<file path="src/hw/fcs_defs.vh">
// Constants for the flash command sequencer
`ifndef FCS_DEFS_VH
`define FCS_DEFS_VH
`define FCS_CLK_HZ 20000000
`define FCS_D_UNLOCK1 32'h0000_00AA
`define FCS_D_UNLOCK2 32'h0000_0055
`define FCS_D_PROGRAM 32'h0000_00A0
`define FCS_D_ERASE 32'h0000_0080
`define FCS_D_CHIP_ERASE 32'h0000_0010
`define FCS_D_BLOCK_ERASE 32'h0000_0030
`define FCS_D_RESET 32'h0000_00F0
`define FCS_CHIP_HI 20
`define FCS_CHIP_LO 19
`define FCS_VA_HI 31
`define FCS_VA_LO 21
`define FCS_RST_SEL 20
`define FCS_PAGE_HI 31
`define FCS_PAGE_LO 9
`define FCS_PAGE_WORDS 8'h80
`define FCS_WORD_STEP 32'h0000_0004
`define FCS_OP_PROGRAM 2'h0
`define FCS_OP_CHIP_ERASE 2'h1
`define FCS_OP_BLOCK_ERASE 2'h2
`define FCS_CYC_PROG_START 3'h3
`define FCS_CYC_ERASE_LAST 3'h5
`define FCS_CYC_STEP 3'h1
`define FCS_CYC_UNLOCK2 3'h1
`define FCS_CYC_CMD 3'h2
`define FCS_CYC_ERASE_AA 3'h3
`define FCS_CYC_ERASE_55 3'h4
`define FCS_AREAS 4
`define FCS_PAGE_TOP_OFS 9'h000
`define FCS_WORD_ONE 8'h01
`endif

</file>
<file path="src/hw/fcs_sequencer.v">
// Flash command sequencer: read mode, command decode and automatic operation control
//
// Overview of operation
// - Automatic mode only from valid sequence in read
// - No read data or fetch while automatic
// - Only hardware reset, ARR_DONE or ARR_FAIL leaves automatic operation
// - Read mode after reset and normal completion
// - Abnormal end locks out read, flag zero
// - Data F0 writes return array to read, except as page data or while busy
// - Read/reset sequence ends after third write, or after second in the two-address form
// - Read/reset cancels partial or wrong sequences
// - Address bits 20:19 equal, select chip
// - Any deviating write abandons the command
// - Pin or watchdog reset aborts to read
// - Programming clears bits; erase sets them
// - Page is 128 words, same bits 31:9
// - Chip erase 1 MB, block erase 128 kB
// - Each 512 kB area separately protectable against program and block erase
// - All four protected blocks writer-mode reads
// - Programming starts at fourth write, words follow
// - Normal program end sets flag, returns read
`timescale 1ns/1ps
`include "fcs_defs.vh"

module fcs_sequencer (
    input wire CLK,
    input wire RST,
    input wire WR_STB,
    input wire [31:0] WR_ADDR,
    input wire [31:0] WR_DATA,
    input wire [3:0] PROTECT,
    input wire WRITER_MODE,
    input wire ARR_DONE,
    input wire ARR_FAIL,
    output wire READY_BUSY_FLAG,
    output wire READ_EN,
    output wire FETCH_EN,
    output wire SECURITY_ON,
    output reg ARR_START,
    output reg [1:0] ARR_OP,
    output reg ARR_CHIP,
    output reg [31:0] ARR_ADDR,
    output reg ARR_WSTB,
    output reg [31:0] ARR_WDATA
);
    localparam [4:0] S_READ = 5'b00001;
    localparam [4:0] S_CMD = 5'b00010;
    localparam [4:0] S_PDATA = 5'b00100;
    localparam [4:0] S_BUSY = 5'b01000;
    localparam [4:0] S_LOCK = 5'b10000;

    reg [4:0] state_q, state_d;
    reg [2:0] cyc_q, cyc_d;
    reg erase_q, erase_d;
    reg [10:0] va_q, va_d;
    reg [7:0] words_q, words_d;
    reg [31:0] addr_d;
    reg [1:0] op_d;
    reg chip_d, start_d, wstb_d;
    reg [31:0] wdata_d;

    wire chip_ok = WR_ADDR[`FCS_CHIP_HI] == WR_ADDR[`FCS_CHIP_LO];
    wire [1:0] area = WR_ADDR[`FCS_CHIP_HI:`FCS_CHIP_LO];
    wire [3:0] area_sel = 4'h1 << area;
    wire [3:0] area_hit;
    wire area_prot = |area_hit;
    wire all_prot = &PROTECT;
    wire is_reset = WR_DATA == `FCS_D_RESET;
    wire first_ok = (state_q == S_CMD) ? (WR_ADDR[`FCS_VA_HI:`FCS_VA_LO] == va_q) : 1'b1;
    wire addr_ok = chip_ok && first_ok;

    // One protection compare per 512 kB area
    genvar g;
    generate
        for (g = 0; g < `FCS_AREAS; g = g + 1) begin : g_area
            assign area_hit[g] = PROTECT[g] & area_sel[g];
        end
    endgenerate

    // Flag low while accepted operation runs or after a failure
    assign READY_BUSY_FLAG = ~(state_q[2] | state_q[3] | state_q[4]);
    assign SECURITY_ON = all_prot;
    assign READ_EN = (state_q == S_READ || state_q == S_CMD) &&
        !(all_prot && WRITER_MODE);
    assign FETCH_EN = state_q == S_READ || state_q == S_CMD;

    always @* begin
        state_d = state_q;
        cyc_d = cyc_q;
        erase_d = erase_q;
        va_d = va_q;
        words_d = words_q;
        addr_d = ARR_ADDR;
        op_d = ARR_OP;
        chip_d = ARR_CHIP;
        wdata_d = ARR_WDATA;
        start_d = 1'b0;
        wstb_d = 1'b0;
        case (state_q)
            S_READ: begin
                if (WR_STB) begin
                    if (WR_DATA == `FCS_D_UNLOCK1 && chip_ok) begin
                        state_d = S_CMD;
                        cyc_d = `FCS_CYC_UNLOCK2;
                        erase_d = 1'b0;
                        va_d = WR_ADDR[`FCS_VA_HI:`FCS_VA_LO];
                    end else if (is_reset && WR_ADDR[`FCS_RST_SEL]) begin
                        // First half of the two-address read/reset form
                        state_d = S_CMD;
                        cyc_d = `FCS_CYC_UNLOCK2;
                        erase_d = 1'b0;
                        va_d = WR_ADDR[`FCS_VA_HI:`FCS_VA_LO];
                    end
                end
            end
            S_CMD: begin
                if (WR_STB) begin
                    cyc_d = cyc_q + `FCS_CYC_STEP;
                    state_d = S_READ;
                    if (is_reset) begin
                        state_d = S_READ;
                    end else if (!addr_ok) begin
                        state_d = S_READ;
                    end else if (cyc_q == `FCS_CYC_UNLOCK2 && WR_DATA == `FCS_D_UNLOCK2) begin
                        state_d = S_CMD;
                    end else if (cyc_q == `FCS_CYC_ERASE_55 && WR_DATA == `FCS_D_UNLOCK2 &&
                        erase_q) begin
                        state_d = S_CMD;
                    end else if (cyc_q == `FCS_CYC_CMD && WR_DATA == `FCS_D_PROGRAM) begin
                        state_d = S_CMD;
                    end else if (cyc_q == `FCS_CYC_CMD && WR_DATA == `FCS_D_ERASE) begin
                        state_d = S_CMD;
                        erase_d = 1'b1;
                    end else if (cyc_q == `FCS_CYC_ERASE_AA && erase_q &&
                        WR_DATA == `FCS_D_UNLOCK1) begin
                        state_d = S_CMD;
                    end else if (cyc_q == `FCS_CYC_PROG_START && !erase_q) begin
                        // Fourth write: page top address plus first data word
                        if (!area_prot) begin
                            state_d = S_PDATA;
                            op_d = `FCS_OP_PROGRAM;
                            addr_d = {WR_ADDR[`FCS_PAGE_HI:`FCS_PAGE_LO], `FCS_PAGE_TOP_OFS};
                            chip_d = WR_ADDR[`FCS_CHIP_HI];
                            wdata_d = WR_DATA;
                            start_d = 1'b1;
                            wstb_d = 1'b1;
                            words_d = `FCS_PAGE_WORDS - `FCS_WORD_ONE;
                        end
                    end else if (cyc_q == `FCS_CYC_ERASE_LAST && erase_q) begin
                        chip_d = WR_ADDR[`FCS_CHIP_HI];
                        addr_d = WR_ADDR;
                        if (WR_DATA == `FCS_D_CHIP_ERASE && !all_prot) begin
                            state_d = S_BUSY;
                            op_d = `FCS_OP_CHIP_ERASE;
                            start_d = 1'b1;
                        end else if (WR_DATA == `FCS_D_BLOCK_ERASE && !area_prot) begin
                            state_d = S_BUSY;
                            op_d = `FCS_OP_BLOCK_ERASE;
                            start_d = 1'b1;
                        end
                    end
                end
            end
            S_PDATA: begin
                // Reset data is plain page data here; only hardware reset or ARR_FAIL aborts
                if (ARR_FAIL) begin
                    state_d = S_LOCK;
                end else if (WR_STB) begin
                    addr_d = ARR_ADDR + `FCS_WORD_STEP;
                    wdata_d = WR_DATA;
                    wstb_d = 1'b1;
                    words_d = words_q - `FCS_WORD_ONE;
                    if (words_q == `FCS_WORD_ONE) begin
                        state_d = S_BUSY;
                    end
                end
            end
            S_BUSY: begin
                // Writes ignored; only reset, ARR_DONE or ARR_FAIL leaves this state
                if (ARR_FAIL) begin
                    state_d = S_LOCK;
                end else if (ARR_DONE) begin
                    state_d = S_READ;
                end
            end
            S_LOCK: begin
                if (WR_STB && is_reset) begin
                    state_d = S_READ;
                end
            end
            default: begin
                state_d = S_READ;
            end
        endcase
    end

    always @(posedge CLK) begin
        if (RST) begin
            state_q <= S_READ;
            cyc_q <= 3'h0;
            erase_q <= 1'b0;
            va_q <= 11'h000;
            words_q <= 8'h00;
            ARR_START <= 1'b0;
            ARR_OP <= 2'h0;
            ARR_CHIP <= 1'b0;
            ARR_ADDR <= 32'h0000_0000;
            ARR_WSTB <= 1'b0;
            ARR_WDATA <= 32'h0000_0000;
        end else begin
            state_q <= state_d;
            cyc_q <= cyc_d;
            erase_q <= erase_d;
            va_q <= va_d;
            words_q <= words_d;
            ARR_START <= start_d;
            ARR_OP <= op_d;
            ARR_CHIP <= chip_d;
            ARR_ADDR <= addr_d;
            ARR_WSTB <= wstb_d;
            ARR_WDATA <= wdata_d;
        end
    end
endmodule // fcs_sequencer

</file>
<file path="config.mk">
export PLATFORM = sky130hd
export DESIGN_NAME = fcs_sequencer
export DESIGN_NICKNAME = d
export VERILOG_FILES = /design/src/hw/fcs_sequencer.v
export VERILOG_INCLUDE_DIRS = /design/src /design/src/hw
export SDC_FILE = /design/constraint.sdc
export NUM_CORES = 1
export LEC_CHECK = 0
export ABC_AREA = 0
export BUFFER_PORTS_ARGS = -buffer_cell sky130_fd_sc_hd__clkbuf_2
export CORE_MARGIN = 1
export CORE_UTILIZATION = 58
export CTS_BUF_LIST = sky130_fd_sc_hd__clkbuf_16
export DETAILED_ROUTE_END_ITERATION = 16
export MAX_ROUTING_LAYER = met4
export PLACE_DENSITY = 0.94
export SETUP_SLACK_MARGIN = 0.15
export SLEW_MARGIN = 0
export SYNTH_ARGS = -nofsm -noshare
export SYNTH_HDL_FRONTEND = slang
export SYNTH_SLANG_ARGS = --single-unit
</file>
<file path="constraint.sdc">
create_clock -name CLK -period 4 [get_ports CLK]
set_clock_uncertainty 0.2 [all_clocks]
set_input_delay 0.2 -clock CLK [delete_from_list [all_inputs] [get_ports CLK]]
set_output_delay 0.2 -clock CLK [all_outputs]
set_load 0.02 [all_outputs]
</file>
==> impl_metrics.py <==
metrics = {
    "critical_path": {
        "cpLargestDelayFamily": "compound AO/OA/AOI/OAI gates",
        "path_cells": "dlygate4sd3_1, clkbuf_2, and4_1, and2_1, a311oi_1, a2bb2oi_4, buf_4, a21oi_1, a311oi_1",
        "required_ps": 4040,
        "cp_max_fo": 32,
        "cp_data_arrival_time_ps": 3390,
        "cp_common_cell": "a311oi_1",
        "slowest_stage": "a311oi_1",
        "end_kind": "register",
        "start_kind": "input pin",
        "crit_path_max_incr_delay_ps": 660,
        "cp.buffers_inverters": 3,
        "path_class": "in2reg",
    },
    "route": {
        "viasPerCell": 6.52,
        "drt_first_pass_iters": 5,
        "post-route-drc-count": 0,
        "ant_nets": 0,
        "post_drt_wl_per_cell_um": 19.2,
        "totalWireLength_mm": 18.9,
        "dr.first_iter.drc_count": 422,
        "num_vias": 6417,
    },
    "die": {
        "start_util_pct": 60.3,
        "core_mm2": 0.00933,
        "rows": 35,
        "die_y_um": 100,
        "io_pins": 147,
        "die_area_mm2": 0.0101,
        "chipWidth_um": 100,
    },
    "placed_design": {
        "hpwl_mm": 11.8,
        "io_buffers": 146,
        "gp_congestion": 0.906,
    },
    "logic_synthesis": {
        "synth_ff_type": "dfxtp_1",
        "netlist-cell-type-count": 82,
        "syn_area_mm2": 0.00563,
        "yosysTopAreaCell": "dfxtp_1",
        "netlist_top_cells_area": "dfxtp_1 35%, a21oi_1 5.2%, nand3_1 5.2%, nand2_1 3.6%, o21ai_1 2.9%",
        "ys_seq_elements": 97,
        "yosys-top-cells-count": "97 x dfxtp_1, 58 x a21oi_1, 58 x nand3_1, 54 x nand2_1, 42 x nor2_1",
        "syn_area_per_cell_um2": 8.29,
        "yosysWarningCount": 0,
        "seq_area_frac_synth_pct": 34.5,
        "synth_nets": 765,
        "synth_edf_count": 0,
        "async_reset_ff_share_pct": 0,
        "synthCells": 679,
        "synth.top_cell.area_share_pct": 34.5,
        "yosysMostFrequentCell": "dfxtp_1",
    },
    "sta": {
        "relSlewSlack_pct": 32.3,
        "fin_crit_ps": 3350,
        "worst_pin_slew_ps": 1010,
        "fmaxAchievable_ghz": 0.299,
        "rsz0062_at_grt": "no",
        "period_share_pct": 83.7,
        "finalMaxSlewViolations": 0,
        "tns_ps": 0,
        "setup_viol": 0,
        "hold_violations": 0,
    },
    "power": {
        "clkPwrFrac_pct": 43.2,
        "power_frac_seq_pct": 48.5,
        "ir_drop_mv": 0.199,
        "p_int_uw": 1480,
        "p_per_area_mw_per_mm2": 277,
        "power_leakage_uw": 0.00272,
        "netSwitchingFraction_pct": 25.7,
        "combinationalPowerShare_pct": 8.3,
        "p_switching_uw": 511,
    },
    "global_route": {
        "antenna_found_initial": 0,
        "grt_max_degree": 55,
        "grt_usage_pct": 38.2,
        "grt_pass1_wl_mm": 29.9,
        "grt_pass1_vias": 6095,
        "gr-total-overflow": 0,
    },
    "finish": {
        "drive_above_1_share_pct": 24.8,
        "antennaDiodeCount": 0,
        "multi_input_area_mm2": 0.00342,
        "area_growth_syn_to_layout_pct": 27.7,
        "fill_cells": 633,
        "fin_util_pct": 77.0,
        "final_nets": 936,
        "register_area_mm2": 0.00194,
    },
    "clocking": {
        "cts_setup_buffers": 0,
        "cts_made_buffers": 9,
        "clockBufferDepth": 2,
        "cts.sinks": 97,
        "htreeDepth": 3,
        "cts_tree": "built",
        "clk_latency_ps": 350,
        "cts_resized": 0,
        "clk_pin_slew_ps": 70,
        "clock-root-buffer": "clkbuf_16",
    },
    "run_status": {
        "status": "finished clean",
    },
    "worst_hold_path": {
        "hold_class": "in2reg",
    },
    "job": {
        "cap_violations": 0,
    },
}
placed cells by master, fill, tap and decap left out, types with 15 or more instances in the layout:
cell type | synthesis | final
clkbuf_2 | 0 | 145
nor2_1 | 42 | 42
o21ai_1 | 33 | 33
dlygate4sd3_1 | 0 | 52
nand2_1 | 54 | 54
mux2i_1 | 15 | 15
nor3_1 | 18 | 18
a21oi_1 | 58 | 58
a31oi_1 | 20 | 20
dfxtp_1 | 97 | 97
nand3_1 | 58 | 58
nor4_1 | 16 | 16
routing by layer:
metal	share of wire, %	GRT usage [%]	vias up
met5	0	-	-
met3	9.4	6.93	69
li1	-	-	2925
met2	49	65.6	440
met4	3.3	16.7	0
met1	38	43.7	2983
registers in the layout, indices dropped and copies added, names as in the netlist:
signal     cells
state_q        5
ARR_WDATA     32
ARR_WSTB       1
ARR_OP         2
cyc_q          3
erase_q        1
ARR_CHIP       1
ARR_ADDR      32
ARR_START      1
va_q          11
words_q        8
power by group through the flow:
stage | registers, µW | logic (µW) | clock network [µW]
after floorplan | 987 | 53.0 | 0
after global placement | 987 | 114 | 0
after detailed placement | 987 | 117 | 0
after CTS | 965 | 158 | 853
after global routing | 964 | 173 | 901
final | 965 | 165 | 860
metrics by stage:
step | power [µW] | cells | setup WS, ps | area, µm² | hold WS [ps]
final | 1990 | 984 | 651 | 7190 | 11.7
after global routing | 2040 | 984 | 539 | 7190 | 35.4
after CTS | 1980 | 984 | 756 | 7190 | 1.80
after detailed placement | 1100 | 916 | 812 | 6380 | 258
after global placement | 1100 | 916 | 978 | 6380 | 245
after floorplan | 1040 | 679 | 1570 | 5630 | 142
worst paths after layout:
check                            from                       end  slack, ps  cells past startpoint
min reg2reg  ARR_ADDR[1]$_SDFFE_PP0P_  ARR_ADDR[1]$_SDFFE_PP0P_        270                      2
min                       WR_ADDR[20]     ARR_CHIP$_SDFFE_PP0P_         10                      3
max reg2reg     cyc_q[0]$_SDFFE_PP0P_   words_q[1]$_SDFFE_PP0P_        700                      9
max                        WR_DATA[7]   words_q[1]$_SDFFE_PP0P_        650                      9
cell families (layout without fill, tap and decap cells):
kind of cell | after synthesis | after routing | share of synthesized area [%]
and+or+nand+nor | 260 | 260 | 24.8
buffers and inverters | 62 | 238 | 5.29
adders and majority gates | 12 | 12 | 2.67
xor gates and xnor gates | 14 | 14 | 2.18
muxes | 16 | 16 | 2.87
DFF | 97 | 97 | 34.5
AOI/OAI and AO/OA | 218 | 218 | 27.7
area by class of cell:
type / instances / share of cell area (%)
Clock buffer: 9 / 3.13
Clock inverter: 7 / 0.818
Inverter: 14 / 0.731
Multi-Input combinational cell: 520 / 47.6
Sequential cell: 97 / 27.0
Tap cell: 129 / 2.25
Timing Repair Buffer: 208 / 18.5
tightest hold or removal path, cell delays in order:
cell,delay [ps]
clkbuf_2,150
nand2_1,80
mux2i_1,70
timing repair:
action | in CTS | in global routing
hold buffers | 52 | 0
endpoints found under the setup margin | 0 | 0
hold endpoints to repair | 52 | 0
Power figures use the tool's default switching activity.
